$ cat src/include/mbrs_params.svh
// constants for the register-read request handler
`ifndef MBRS_PARAMS_SVH
`define MBRS_PARAMS_SVH
`define MBRS_FC_RD_HOLD 8'h03
`define MBRS_FC_RD_INP 8'h04
`define MBRS_FC_WR_ONE 8'h06
`define MBRS_FC_DIAG 8'h08
`define MBRS_FC_WR_MULTI 8'h10
`define MBRS_FC_FILE 8'h14
`define MBRS_FC_SPECIAL 8'h42
`define MBRS_EXC_BIT 8'h80
`define MBRS_EXC_FUNC 8'h01
`define MBRS_EXC_ADDR 8'h02
`define MBRS_EXC_VALUE 8'h03
`define MBRS_EXC_FAIL 8'h04
`define MBRS_BCAST_ADDR 8'h00
`define MBRS_QTY_MIN 16'h0001
`define MBRS_QTY_MAX_RD 16'h007D
`define MBRS_QTY_MAX_WR 16'h0078
`define MBRS_CRC_INIT 16'hFFFF
`define MBRS_CRC_POLY 16'hA001
`define MBRS_REQ_LEN 4'h8
`define MBRS_EXC_LEN 8'h05
`define MBRS_HDR_LEN 8'h03
`define MBRS_CRC_LEN 8'h02
`endif

$ cat src/include/mbrs_pkg.sv
// types for the register-read request handler
package mbrs_pkg;
  typedef struct packed {
    logic [7:0] data;
    logic last;
  } mbrs_byte_s;
  typedef struct packed {
    logic [15:0] addr;
    logic rd;
  } mbrs_mem_req_s;
  typedef enum logic [2:0] {
    ST_RX, ST_CHECK, ST_FETCH, ST_WAIT, ST_SEND, ST_CRC_LO, ST_CRC_HI
  } mbrs_state_e;
endpackage

$ cat src/logic/mbrs_handler.sv
// register-read request handler: frame receive, check, response build
`timescale 1ns/1ps
`default_nettype none
`include "mbrs_params.svh"

module mbrs_handler (
  input wire logic CLK_IN, // system clock, 20 MHz
  input wire logic RST_IN, // asynchronous reset, active high
  input wire logic [7:0] SLAVE_ADDR_IN, // own slave address
  input wire logic RX_VALID_IN, // request byte valid
  input wire logic [7:0] RX_DATA_IN, // request byte
  input wire logic RX_LAST_IN, // last byte of the frame
  output logic RX_READY_OUT, // request byte taken
  output logic MEM_REQ_OUT, // register fetch strobe
  output logic [15:0] MEM_ADDR_OUT, // register word index
  input wire logic MEM_ACK_IN, // fetch data valid
  input wire logic [15:0] MEM_DATA_IN, // fetched word
  input wire logic MEM_ERR_IN, // fetch failed or address unmapped
  input wire logic MEM_FAIL_IN, // register store internal failure
  output logic PASS_OUT, // non-read frame handed on, one cycle
  output logic [7:0] PASS_FC_OUT, // function of the handed-on frame
  output logic TX_VALID_OUT, // response byte valid
  output logic [7:0] TX_DATA_OUT, // response byte
  output logic TX_LAST_OUT, // last response byte
  input wire logic TX_READY_IN // receiver takes byte
);
  mbrs_pkg::mbrs_state_e state;
  logic [7:0] hdr [0:7];
  logic [3:0] rx_cnt;
  logic rx_over;
  logic [15:0] rx_crc;
  logic [15:0] tx_crc;
  logic [15:0] word;
  logic [15:0] qty_left;
  logic [15:0] fetch_addr;
  logic [7:0] tx_idx;
  logic [7:0] tx_len;
  logic [7:0] exc;
  logic hi_phase;
  logic [7:0] byte_out;
  logic push;
  logic buf_ready;
  mbrs_pkg::mbrs_byte_s buf_q [0:1];
  logic [1:0] buf_cnt;
  logic buf_head;

  function automatic logic [15:0] crc_step(input logic [15:0] c, input logic [7:0] d);
    logic [15:0] r;
    r = c ^ {8'h00, d};
    for (int i = 0; i < 8; i++) begin
      r = r[0] ? ((r >> 1) ^ `MBRS_CRC_POLY) : (r >> 1);
    end
    return r;
  endfunction

  function automatic logic known_fc(input logic [7:0] f);
    return f == `MBRS_FC_RD_HOLD || f == `MBRS_FC_RD_INP || f == `MBRS_FC_WR_ONE ||
      f == `MBRS_FC_WR_MULTI || f == `MBRS_FC_DIAG || f == `MBRS_FC_FILE || f == `MBRS_FC_SPECIAL;
  endfunction

  function automatic logic is_read(input logic [7:0] f);
    return f == `MBRS_FC_RD_HOLD || f == `MBRS_FC_RD_INP;
  endfunction

  wire logic [15:0] req_addr = {hdr[2], hdr[3]};
  wire logic [15:0] req_qty = {hdr[4], hdr[5]};
  wire logic for_me = hdr[0] == SLAVE_ADDR_IN && hdr[0] != `MBRS_BCAST_ADDR;
  wire logic bcast = hdr[0] == `MBRS_BCAST_ADDR;
  wire logic crc_ok = rx_crc == 16'h0000;
  wire logic [16:0] span_end = {1'b0, req_addr} + {1'b0, req_qty} - 17'h00001;

  assign RX_READY_OUT = state == mbrs_pkg::ST_RX;

  // frame capture; bytes past the header still feed the check
  always_ff @(posedge CLK_IN or posedge RST_IN) begin
    if (RST_IN) begin
      rx_cnt <= 4'h0;
      rx_over <= 1'b0;
      rx_crc <= `MBRS_CRC_INIT;
      for (int i = 0; i < 8; i++) begin
        hdr[i] <= 8'h00;
      end
    end else if (state == mbrs_pkg::ST_RX && RX_VALID_IN) begin
      rx_crc <= crc_step(rx_crc, RX_DATA_IN);
      if (rx_cnt < `MBRS_REQ_LEN) begin
        hdr[rx_cnt[2:0]] <= RX_DATA_IN;
        rx_cnt <= rx_cnt + 4'h1;
      end else begin
        rx_over <= 1'b1;
      end
    end else if (state == mbrs_pkg::ST_CHECK) begin
      rx_cnt <= 4'h0;
      rx_over <= 1'b0;
      rx_crc <= `MBRS_CRC_INIT;
    end
  end

  // main sequence
  always_ff @(posedge CLK_IN or posedge RST_IN) begin
    if (RST_IN) begin
      state <= mbrs_pkg::ST_RX;
      exc <= 8'h00;
      tx_len <= 8'h00;
      qty_left <= 16'h0000;
      fetch_addr <= 16'h0000;
      PASS_OUT <= 1'b0;
      PASS_FC_OUT <= 8'h00;
    end else begin
      PASS_OUT <= 1'b0;
      unique case (state)
        mbrs_pkg::ST_RX: begin
          if (RX_VALID_IN && RX_LAST_IN) begin
            state <= mbrs_pkg::ST_CHECK;
          end
        end
        mbrs_pkg::ST_CHECK: begin
          state <= mbrs_pkg::ST_RX;
          if (crc_ok && rx_cnt >= 4'h4) begin
            if (!known_fc(hdr[1])) begin
              if (for_me) begin
                exc <= `MBRS_EXC_FUNC;
                tx_len <= `MBRS_EXC_LEN;
                state <= mbrs_pkg::ST_SEND;
              end
            end else if (is_read(hdr[1])) begin
              if (for_me && (rx_cnt != `MBRS_REQ_LEN || rx_over)) begin
                exc <= `MBRS_EXC_VALUE;
                tx_len <= `MBRS_EXC_LEN;
                state <= mbrs_pkg::ST_SEND;
              end else if (for_me && (req_qty < `MBRS_QTY_MIN || req_qty > `MBRS_QTY_MAX_RD)) begin
                exc <= `MBRS_EXC_VALUE;
                tx_len <= `MBRS_EXC_LEN;
                state <= mbrs_pkg::ST_SEND;
              end else if (for_me && span_end[16]) begin
                exc <= `MBRS_EXC_ADDR;
                tx_len <= `MBRS_EXC_LEN;
                state <= mbrs_pkg::ST_SEND;
              end else if (for_me) begin
                exc <= 8'h00;
                tx_len <= `MBRS_HDR_LEN + req_qty[6:0] * 8'h02 + `MBRS_CRC_LEN;
                qty_left <= req_qty;
                fetch_addr <= req_addr;
                state <= mbrs_pkg::ST_FETCH;
              end
            end else if (for_me || (bcast && (hdr[1] == `MBRS_FC_WR_ONE || hdr[1] == `MBRS_FC_WR_MULTI))) begin
              PASS_OUT <= 1'b1;
              PASS_FC_OUT <= hdr[1];
            end
          end
        end
        mbrs_pkg::ST_FETCH: begin
          state <= mbrs_pkg::ST_WAIT;
        end
        mbrs_pkg::ST_WAIT: begin
          if (MEM_ACK_IN) begin
            state <= mbrs_pkg::ST_SEND;
            qty_left <= qty_left - 16'h0001;
            fetch_addr <= fetch_addr + 16'h0001;
            if (tx_idx == 8'h00 && (MEM_ERR_IN || MEM_FAIL_IN)) begin
              exc <= MEM_FAIL_IN ? `MBRS_EXC_FAIL : `MBRS_EXC_ADDR;
              tx_len <= `MBRS_EXC_LEN;
            end
          end
        end
        mbrs_pkg::ST_SEND: begin
          if (push && tx_idx == tx_len - `MBRS_CRC_LEN - 8'h01) begin
            state <= mbrs_pkg::ST_CRC_LO;
          end else if (push && exc == 8'h00 && tx_idx >= `MBRS_HDR_LEN && !hi_phase && qty_left != 16'h0000) begin
            state <= mbrs_pkg::ST_FETCH;
          end
        end
        mbrs_pkg::ST_CRC_LO: begin
          if (push) begin
            state <= mbrs_pkg::ST_CRC_HI;
          end
        end
        mbrs_pkg::ST_CRC_HI: begin
          if (push) begin
            state <= mbrs_pkg::ST_RX;
          end
        end
        default: begin
          state <= mbrs_pkg::ST_RX;
        end
      endcase
    end
  end

  // register fetch strobe, one cycle per word
  always_ff @(posedge CLK_IN or posedge RST_IN) begin
    if (RST_IN) begin
      MEM_REQ_OUT <= 1'b0;
      MEM_ADDR_OUT <= 16'h0000;
    end else begin
      MEM_REQ_OUT <= state == mbrs_pkg::ST_FETCH;
      if (state == mbrs_pkg::ST_FETCH) begin
        MEM_ADDR_OUT <= fetch_addr;
      end
    end
  end

  always_ff @(posedge CLK_IN or posedge RST_IN) begin
    if (RST_IN) begin
      word <= 16'h0000;
    end else if (state == mbrs_pkg::ST_WAIT && MEM_ACK_IN) begin
      word <= MEM_DATA_IN;
    end
  end

  // response byte selection
  always_comb begin
    byte_out = 8'h00;
    unique case (state)
      mbrs_pkg::ST_CRC_LO: byte_out = tx_crc[7:0];
      mbrs_pkg::ST_CRC_HI: byte_out = tx_crc[15:8];
      default: begin
        if (tx_idx == 8'h00) begin
          byte_out = hdr[0];
        end else if (tx_idx == 8'h01) begin
          byte_out = exc != 8'h00 ? (hdr[1] | `MBRS_EXC_BIT) : hdr[1];
        end else if (tx_idx == 8'h02) begin
          byte_out = exc != 8'h00 ? exc : tx_len - `MBRS_HDR_LEN - `MBRS_CRC_LEN;
        end else begin
          byte_out = hi_phase ? word[15:8] : word[7:0];
        end
      end
    endcase
  end

  wire logic sending = state == mbrs_pkg::ST_SEND || state == mbrs_pkg::ST_CRC_LO || state == mbrs_pkg::ST_CRC_HI;
  assign push = sending && buf_ready;

  // byte position, crc and high/low phase of the outgoing frame
  always_ff @(posedge CLK_IN or posedge RST_IN) begin
    if (RST_IN) begin
      tx_idx <= 8'h00;
      tx_crc <= `MBRS_CRC_INIT;
      hi_phase <= 1'b1;
    end else if (state == mbrs_pkg::ST_CHECK) begin
      tx_idx <= 8'h00;
      tx_crc <= `MBRS_CRC_INIT;
      hi_phase <= 1'b1;
    end else if (push && state == mbrs_pkg::ST_SEND) begin
      tx_idx <= tx_idx + 8'h01;
      tx_crc <= crc_step(tx_crc, byte_out);
      if (tx_idx >= `MBRS_HDR_LEN) begin
        hi_phase <= !hi_phase;
      end
    end
  end

  // two-entry output buffer so a stalled receiver loses nothing
  assign buf_ready = buf_cnt != 2'h2 && !(state == mbrs_pkg::ST_SEND && tx_idx == 8'h00 && buf_cnt != 2'h0);
  wire logic pop = buf_cnt != 2'h0 && (!TX_VALID_OUT || TX_READY_IN);

  always_ff @(posedge CLK_IN or posedge RST_IN) begin
    if (RST_IN) begin
      buf_cnt <= 2'h0;
      buf_head <= 1'b0;
      buf_q[0] <= '0;
      buf_q[1] <= '0;
    end else begin
      if (push) begin
        buf_q[buf_head ^ buf_cnt[0]] <= '{data: byte_out, last: state == mbrs_pkg::ST_CRC_HI};
      end
      if (pop) begin
        buf_head <= !buf_head;
      end
      buf_cnt <= buf_cnt + {1'b0, push} - {1'b0, pop};
    end
  end

  always_ff @(posedge CLK_IN or posedge RST_IN) begin
    if (RST_IN) begin
      TX_VALID_OUT <= 1'b0;
      TX_DATA_OUT <= 8'h00;
      TX_LAST_OUT <= 1'b0;
    end else if (!TX_VALID_OUT || TX_READY_IN) begin
      // output stage refills from the head only when empty or its byte is taken
      TX_VALID_OUT <= buf_cnt != 2'h0;
      if (buf_cnt != 2'h0) begin
        TX_DATA_OUT <= buf_q[buf_head].data;
        TX_LAST_OUT <= buf_q[buf_head].last;
      end
    end
  end

  bad_frame_a: assert property (@(posedge CLK_IN) disable iff (RST_IN)
    state == mbrs_pkg::ST_CHECK && !crc_ok |=> state == mbrs_pkg::ST_RX)
    else $error("bad check word led to a response");
  idle_quiet_a: assert property (@(posedge CLK_IN) disable iff (RST_IN)
    state == mbrs_pkg::ST_RX && buf_cnt == 2'h0 && !(TX_VALID_OUT && !TX_READY_IN) |=> !TX_VALID_OUT)
    else $error("byte sent without a query");
  qty_range_a: assert property (@(posedge CLK_IN) disable iff (RST_IN)
    state == mbrs_pkg::ST_CHECK && crc_ok && for_me && is_read(hdr[1]) && req_qty > `MBRS_QTY_MAX_RD
    |=> exc == `MBRS_EXC_VALUE)
    else $error("quantity above limit not refused");
  unknown_fc_a: assert property (@(posedge CLK_IN) disable iff (RST_IN)
    state == mbrs_pkg::ST_CHECK && crc_ok && rx_cnt >= 4'h4 && for_me && !known_fc(hdr[1])
    |=> exc == `MBRS_EXC_FUNC && state == mbrs_pkg::ST_SEND)
    else $error("unsupported function not refused");
  other_addr_a: assert property (@(posedge CLK_IN) disable iff (RST_IN)
    state == mbrs_pkg::ST_CHECK && !for_me |=> state == mbrs_pkg::ST_RX)
    else $error("answered a frame not addressed here");
  exc_flag_a: assert property (@(posedge CLK_IN) disable iff (RST_IN)
    push && state == mbrs_pkg::ST_SEND && tx_idx == 8'h01 && exc != 8'h00 |-> byte_out[7])
    else $error("exception function without bit 7");
  count_byte_a: assert property (@(posedge CLK_IN) disable iff (RST_IN)
    push && state == mbrs_pkg::ST_SEND && tx_idx == 8'h02 && exc == 8'h00
    |-> byte_out == {req_qty[6:0], 1'b0})
    else $error("byte count not twice the quantity");
  fetch_addr_a: assert property (@(posedge CLK_IN) disable iff (RST_IN)
    state == mbrs_pkg::ST_FETCH |=> MEM_REQ_OUT && MEM_ADDR_OUT == $past(fetch_addr))
    else $error("fetch address wrong");
  bcast_pass_a: assert property (@(posedge CLK_IN) disable iff (RST_IN)
    state == mbrs_pkg::ST_CHECK && crc_ok && rx_cnt >= 4'h4 && bcast && hdr[1] == `MBRS_FC_WR_ONE |=> PASS_OUT)
    else $error("broadcast write not handed on");
endmodule
`default_nettype wire

$ cat config.mk
export PLATFORM = sky130hd
export DESIGN_NAME = mbrs_handler
export DESIGN_NICKNAME = d
export VERILOG_FILES = /design/src/include/mbrs_pkg.sv /design/src/logic/mbrs_handler.sv
export VERILOG_INCLUDE_DIRS = /design/src /design/src/include
export SDC_FILE = /design/constraint.sdc
export NUM_CORES = 1
export LEC_CHECK = 0
export ABC_AREA = 0
export BUFFER_PORTS_ARGS = -buffer_cell sky130_fd_sc_hd__buf_2
export CAP_MARGIN = 20
export CORE_AREA = 2 2 127 153
export DETAILED_ROUTE_END_ITERATION = 8
export DIE_AREA = 0 0 129 155
export PLACE_DENSITY_LB_ADDON = 0.3
export SYNTH_ARGS = -nofsm -noshare
export SYNTH_HDL_FRONTEND = slang
export SYNTH_SLANG_ARGS = --single-unit
$ cat constraint.sdc
create_clock -name CLK_IN -period 10.39 [get_ports CLK_IN]
set_input_delay 0 -clock CLK_IN [delete_from_list [all_inputs] [get_ports CLK_IN]]
set_output_delay 0 -clock CLK_IN [all_outputs]
set_load 0.05 [all_outputs]
==> results of run 1 <==
## stage by stage
stage | power [W] | std cells | worst slack (ps) | utilization | area, um^2
2_1_floorplan | 0.003442 | 1211 | 4622 | - | 11990
5_1_grt | 0.005253 | 1556 | 6568 | 0.7283 | 13580
3_5_place_dp | 0.004008 | 1487 | 6818 | 0.6698 | 12490
4_1_cts | 0.004910 | 1556 | 6803 | 0.7283 | 13580
3_3_place_gp | 0.003928 | 1487 | 6891 | 0.6698 | 12490
6_report | 0.004931 | 1556 | 6769 | 0.7283 | 13580
## worst register-to-register path, cell delays in order (launching register included)
cell and delay [ps]:
dfrtp_1 450, inv_1 120, ha_1 370, or3b_2 550
nor2_4 280, a21oi_1 160, o211a_1 180, nor4_4 360
xor2_1 230, xnor3_2 500, xor2_1 160, a21oi_1 170
## area by class of cell
type	instances	area, um^2
clock buffer	32	679.4
inverter	90	345.3
clock inverter	9	131.4
multi-input combinational	844	6015
timing repair buffer	112	720.7
tap	256	320.3
sequential	213	5371
fill	1383	5066
## state kept, by name (all words and copies together), names as in the netlist, 2 cells and up
register	flops
tx_idx	8
tx_crc	16
PASS_FC_OUT	8
hdr	48
MEM_ADDR_OUT	16
buf_cnt	2
buf_q	18
word	16
rx_crc	16
TX_DATA_OUT	8
rx_cnt	4
fetch_addr	16
state	3
tx_len	8
exc	3
qty_left	16
## per-layer routing
| metal | wire (um) | part of all wire |
|---|---|---|
| met5 | 0 | 0 |
| met3 | 1832 | 0.059 |
| met4 | 1861 | 0.060 |
| met2 | 15220 | 0.49 |
| met1 | 12140 | 0.39 |
## power by group through the flow
stage / registers [W] / clock network (W) / logic (W)
final: 0.00161 / 0.000868 / 0.00245
after CTS: 0.00159 / 0.000881 / 0.00244
after global placement: 0.00158 / 0 / 0.00234
after floorplan: 0.00159 / 0 / 0.00185
after detailed placement: 0.00160 / 0 / 0.00240
after global routing: 0.00165 / 0.000911 / 0.00269
## logic make-up after synthesis
| family | count (synthesis) |
|---|---|
| AND/OR/NAND/NOR | 329 |
| AO/OA/AOI/OAI | 287 |
| flip-flops | 213 |
| buffers and inverters | 154 |
| multiplexers | 108 |
| XOR/XNOR | 78 |
| adder cells (fa/ha/maj) | 42 |
## cells in the mapped netlist (all sizes together) (15+ instances only)
library cell	instances
dfrtp	180
mux2	94
inv	89
nor2	86
a21oi	85
nand2	84
o21ai	66
clkbuf	50
xnor2	49
nor3	44
ha	42
dfstp	33
xor2	27
a31oi	21
nand3	19
o22ai	16
nor2b	15
## final timing paths
check / from / to / slack (ps)
max: tx_idx[0]$_DFFE_PP0P_ / tx_crc[14]$_DFFE_PP1P_ / 6770
min: RX_VALID_IN / rx_cnt[3]$_DFFE_PP0P_ / 20
max reg2reg: tx_idx[0]$_DFFE_PP0P_ / tx_crc[14]$_DFFE_PP1P_ / 6770
min reg2reg: tx_crc[9]$_DFFE_PP1P_ / tx_crc[1]$_DFFE_PP1P_ / 460
max in group asynchronous: RST_IN / PASS_FC_OUT[7]$_DFFE_PP0P_ / 8670
min in group asynchronous: RST_IN / hdr[18]$_DFFE_PP0P_ / 270
==> reports/qor.yml, run 1 <==
timing:
  setup_viol: 0
  min_period_ps: 3621
  tns_ps: 0
  rsz0062_at_grt: "no"
  period_share: 0.3485
  whs_ps: 22.70
  skew_ps: 21.18
  drv_slew: 0
  max_freq_mhz: 276.2
  hold_violations: 0
  tightest_slew_ps: 1029
  relSlewSlack: 0.3137
yosys:
  yosysWarnings: 0
  synth.cell_area_um2: 11990
  synthTopCellsByArea: "dfrtp_1, mux2_2, dfstp_2, ha_1, a21oi_1"
  ys_ff_latch: 213
  synthArstFlopShare: 1.000
  synth-edff-count: 0
  synth-seq-area-share: 0.4481
  synth_compound_area_frac: 0.1550
  synth_top_family_by_area: "compound AO/OA/AOI/OAI gates"
  synth.largest_area_cell: "dfrtp_1"
  synth-simple-area-share: 0.1399
  synthMuxAreaShare: 0.1000
  synth_fa_ha_area_frac: 0.04384
  syn_nets: 1293
  syn_area_per_cell_um2: 9.898
  synth_xor_area_frac: 0.06221
  synth_cells: 1211
  synth_top_area_frac: 0.3758
  synthFlopType: "dfrtp_1"
  synth_cell_types: 80
finish:
  mostFrequentLayoutCells: "dfrtp_1, mux2_2, inv_1"
  mostFrequentLayoutCell: "dfrtp_1"
  antenna_cells: 0
  nNetsFinal: 1366
  synthToLayoutAreaGrowth_pct: 13.32
  drive_above_1_share: 0.2154
cts:
  cts_buffers: 23
  ctsResizeCount: 0
  cts_setup_buffers: 0
  hold_buffers: 28
  clk_latency_ps: 520
  clkTransAtPathRegs_ps: 70
  cts_buffer_depth: 3
  clock_sinks: 213
  tritoncts: "built"
  h-tree-depth: 1
  clockRootBuffer: "clkbuf_16"
global_routing:
  grt_pass1_wl_um: 49340
  grt_pass1_vias: 9554
  gr-usage-met2: 0.5362
  grt_util_met3: 0.03473
  top_usage_layer: "met2"
  grt_max_degree: 145
  gr-total-overflow: 0
  use_met1: 0.3833
  grt_use_total: 0.3118
  antenna_found_initial: 0
die:
  core_area_um2: 18650
  std_cell_rows: 55
  die_w_um: 129
  die_area_um2: 20000
  io_pins: 77
  initial_core_util: 0.6427
  fp.dieH_um: 155
setup_path:
  crit_slowest_cell: "or3b_2"
  crit_cells: 11
  cp_num_buf_inv: 1
  cp.required_ps: 10810
  startpoint_type: "flop"
  path_delay_family: "simple AND/OR/NAND/NOR gates"
  crit_path_cell_trace: "inv_1 -> ha_1 -> or3b_2 -> nor2_4 -> a21oi_1 -> o211a_1 -> nor4_4 -> xor2_1 -> xnor3_2 -> xor2_1 -> a21oi_1"
  slowest_delay_ps: 540
  rr_worst_depth: 11
  criticalPathCategory: "reg2reg"
  crit_path_end_kind: "flop"
  path_max_fanout: 11
  arrival_ps: 4040
power:
  vdd_ir_drop_max_uv: 236.1
  power.share.clock: 0.176
  p_sw_w: 0.002112
  swShare: 0.4282
  power_frac_comb: 0.498
  pwr-share-seq: 0.326
  leakage_nw: 6.152
  internal-power_w: 0.002819
  p_per_area_nw_per_um2: 363.0
detailed_routing:
  via_count: 9742
  drc: 0
  drt-initial-drc-count: 861
  totalWireLength_um: 31060
  drtPass1Iterations: 5
  vias_per_cell: 6.261
  ant_nets: 0
  avgRoutedWirePerCell_um: 19.96
placement:
  dp_hpwl_um: 21310
  io_buffers: 76
  gp_congestion: 0.9617
min_path:
  hold_path_depth: 5
  holdCritPathClass: "in2reg"
outcome:
  status: "completed"
run:
  drv_cap: 0
No activity file was read; power rests on OpenSTA's default activity.
==> run 2: changes to the inputs <==
ABC_AREA = 1   (was 0)
CORE_AREA = 2 2 137 166   (was 2 2 127 153)
DIE_AREA = 0 0 139 168   (was 0 0 129 155)
clock period = 3.08 ns   (was 10.39 ns; I/O delays follow)
==> run 2 against run 1 <==
Clock power increased to 3.4 times the previous value. Register-to-register slack got worse by 6500 ps. Die area increased by 17%. Critical endpoint is now qty_left[15]$_DFFE_PP0P_. Clock skew is 9.6 ps lower. Sequential share of layout area down 0.21 points. Largest power group unchanged. Flip-flop and latch count unchanged. Final cell count up 21%.
==> reports/qor.yml, run 2 <==
detailed_routing:
  vias_per_cell: 5.453  # -13%
  drc: 0  # unchanged
  drtPass1Iterations: 5  # unchanged
  totalWireLength_um: 29180  # -6.0%
  drt-initial-drc-count: 783  # -9.1%
  avgRoutedWirePerCell_um: 15.52  # -22%
  ant_nets: 0  # unchanged
  via_count: 10250  # +5.2%
setup_path:
  criticalPathCategory: "reg2reg"
  crit_path_frequent_cell: "nand2_1"
  path_delay_family: "simple AND/OR/NAND/NOR gates"
  regToRegStartpoint: "hdr[18]$_DFFE_PP0P_"
  crit_slowest_cell: "dfrtp_1"
  slowest_delay_ps: 390  # -150 ps
  crit_path_end_kind: "flop"
  cp_num_buf_inv: 3  # +2
  path_max_fanout: 19  # +8
  startpoint_type: "flop"
  arrival_ps: 3200  # -840 ps
  crit_path_cell_trace: "inv_1 -> ha_1 -> inv_1 -> ha_1 -> nand2_1 -> o31ai_2 -> nand4_1 -> nand2_1 -> nand3_1 -> nand2_1 -> xor2_2 -> nand2_1 -> nand3_1 -> nand2_1 -> buf_4 -> mux2_2"
  cp.required_ps: 3480  # -7330 ps
  critPathLaunch: "hdr[18]$_DFFE_PP0P_"
cts:
  clk_latency_ps: 510  # about the same
  clockRootBuffer: "clkbuf_16"
  cts_setup_buffers: 0  # unchanged
  tritoncts: "built"
  clkTransAtPathRegs_ps: 60  # about the same
  cts_buffer_depth: 3  # unchanged
  clock_sinks: 213  # unchanged
  h-tree-depth: 1  # unchanged
  cts_buffers: 23  # unchanged
die:
  io_pins: 77  # unchanged
  std_cell_rows: 60  # +9.1%
  core_area_um2: 21920  # +18%
  die_w_um: 139  # +7.8%
  fp.dieH_um: 168  # +8.4%
  initial_core_util: 0.5375  # -0.1052
  die_area_um2: 23350  # +17%
finish:
  mostFrequentLayoutCell: "nand2_1"
  drive_above_1_share: 0.1312  # -0.08422
  antenna_cells: 0  # unchanged
  regMostFlops: "hdr"
  post-route-util: 0.6230  # -0.1053
  top_regs: "hdr (48), buf_q (18)"
  synthToLayoutAreaGrowth_pct: 15.91
  mostFrequentLayoutCells: "nand2_1, inv_1, dfrtp_1"
  fillers: 1909  # +38%
  nNetsFinal: 1669  # +22%
  largest_register_ff_count: 48  # unchanged
yosys:
  synth-seq-area-share: 0.4559  # +0.007757
  synth.largest_area_cell: "dfrtp_1"
  yosysWarnings: 0  # unchanged
  synth.cell_area_um2: 11780  # -1.7%
  synthArstFlopShare: 1.000  # unchanged
  synthFlopType: "dfrtp_1"
  synth.most_common_cell: "nand2_1"
  ys_ff_latch: 213  # unchanged
  syn_nets: 1558  # +20%
  synthTopCellsByArea: "dfrtp_1, nand2_1, dfstp_2, o21ai_0, inv_1"
  syn_area_per_cell_um2: 7.983  # -19%
  ys_top_cells_by_count: "nand2_1, inv_1, dfrtp_1"
  synth_top_area_frac: 0.3823  # +0.006504
  synth_cell_types: 44  # -45%
  synth_cells: 1476  # +22%
  synth-edff-count: 0  # unchanged
global_routing:
  grt_use_total: 0.2530  # -0.05885
  antenna_found_initial: 0  # unchanged
  grt_pass1_wl_um: 48840  # -1.0%
  grt_max_degree: 122  # -16%
  grt_pass1_vias: 10030  # +5.0%
  gr-total-overflow: 0  # unchanged
power:
  internal-power_w: 0.008077  # +190%
  swShare: 0.4429  # +0.01461
  vdd_ir_drop_max_uv: 761.3  # +220%
  pwr-share-seq: 0.329  # +0.003
  p_sw_w: 0.006421  # +200%
  power_frac_comb: 0.468  # -0.030
  p_per_area_nw_per_um2: 1062  # +190%
  power.share.clock: 0.203  # +0.027
  leakage_nw: 6.497  # +5.6%
run:
  drv_cap: 0  # unchanged
timing:
  min_period_ps: 2805  # -816.3 ps
  hold_violations: 0  # unchanged
  skew_ps: 11.63  # -9.555 ps
  drv_slew: 0  # unchanged
  tns_ps: 0  # unchanged
  setup_viol: 0  # unchanged
  rsz0062_at_grt: "no"
  relSlewSlack: 0.4597  # +0.1460
  max_freq_mhz: 356.5  # +29%
  period_share: 0.9107  # +0.5621
  tightest_slew_ps: 809.5  # -219.9 ps
placement:
  gp_congestion: 0.9141  # -4.9%
  dp_hpwl_um: 21240  # -0.34%
  io_buffers: 76  # unchanged
min_path:
  holdCritPathClass: "in2reg"
  min_from: "RX_LAST_IN"
outcome:
  status: "completed"
[run 2: cell types whose count changed after synthesis, moves of 34 or more]
cell and delta:
nand2_1 +242, inv_1 +116, o21ai_0 +106, mux2_2 -76
nand3_1 +47, nor2_1 +34
[run 2: power groups by stage]
stage / clock network [W] / registers (W) / logic [W]
6_report: 0.00294 / 0.00477 / 0.00679
5_1_grt: 0.00312 / 0.00492 / 0.00768
4_1_cts: 0.00299 / 0.00476 / 0.00677
3_5_place_dp: 0 / 0.00480 / 0.00669
3_3_place_gp: 0 / 0.00476 / 0.00654
2_1_floorplan: 0 / 0.00518 / 0.00457
[run 2: logic make-up (layout without fill, tap and decap cells)]
| kind of cell | after synthesis | after routing | synth area share |
|---|---|---|---|
| AO/OA/AOI/OAI | 304 | 304 | 0.1445 |
| XOR/XNOR | 61 | 61 | 0.04726 |
| adder cells (fa/ha/maj) | 42 | 42 | 0.04460 |
| buffers and inverters | 253 | 378 | 0.08208 |
| flip-flops | 213 | 213 | 0.4559 |
| multiplexers | 18 | 18 | 0.01720 |
| AND/OR/NAND/NOR | 585 | 585 | 0.2085 |
[run 2: through the flow]
stage / cells / setup slack [ps] / instance area [um^2] / hold WS, ps / total power [W]
after floorplan: 1476 / 4.001 / 11790 / 108.7 / 0.009753
after global placement: 1813 / 349.9 / 12560 / 206.2 / 0.01130
after detailed placement: 1813 / 212.4 / 12560 / 222.0 / 0.01149
after CTS: 1880 / 198.4 / 13630 / 38.70 / 0.01452
after global routing: 1880 / 1.829 / 13660 / 56.34 / 0.01572
final: 1880 / 275.1 / 13660 / 36.95 / 0.01450
[run 2: cell type report]
| class | count | area [um^2] | share of cell area |
|---|---|---|---|
| clock buffer | 28 | 614.3 | 0.04498 |
| clock inverter | 11 | 182.7 | 0.01338 |
| inverter | 210 | 792.0 | 0.05799 |
| multi-input combinational | 1010 | 5466 | 0.4003 |
| sequential | 213 | 5371 | 0.3933 |
| tap | 279 | 349.1 | 0.02556 |
| timing repair buffer | 129 | 880.8 | 0.06450 |
[run 2: what timing repair did]
action / in CTS / in global routing
hold buffers: 28 / 0
resized for setup: 0 / 6
endpoints found under the hold margin: 248 / 0
setup endpoints to repair: 0 / 25
[run 2: routing by layer]
| layer | GRT usage | vias to the layer above | part of all wire |
|---|---|---|---|
| met5 | 0 | - | 0 |
| met4 | 0.1019 | 0 | 0.039 |
| met3 | 0.02816 | 72 | 0.042 |
| met2 | 0.4515 | 270 | 0.51 |
| met1 | 0.3142 | 4850 | 0.41 |
| li1 | - | 5059 | - |
[run 2: worst paths after layout]
check,depth (start not counted),endpoint,slack (ps)
worst max-delay path,16,qty_left[15]$_DFFE_PP0P_,280
worst min-delay path,5,state[0]$_DFFE_PP0P_,40
worst max register to register,16,qty_left[15]$_DFFE_PP0P_,280
worst min register to register,2,MEM_ADDR_OUT[9]$_DFFE_PP0P_,480
max in group asynchronous,4,qty_left[6]$_DFFE_PP0P_,2320
min in group asynchronous,4,word[15]$_DFFE_PP0P_,190
[run 2: worst min-delay path: stages]
cell     delay (ps)
buf_2            90
nand2_1         100
nand2_1          70
nand3_1         140
a21oi_1          90
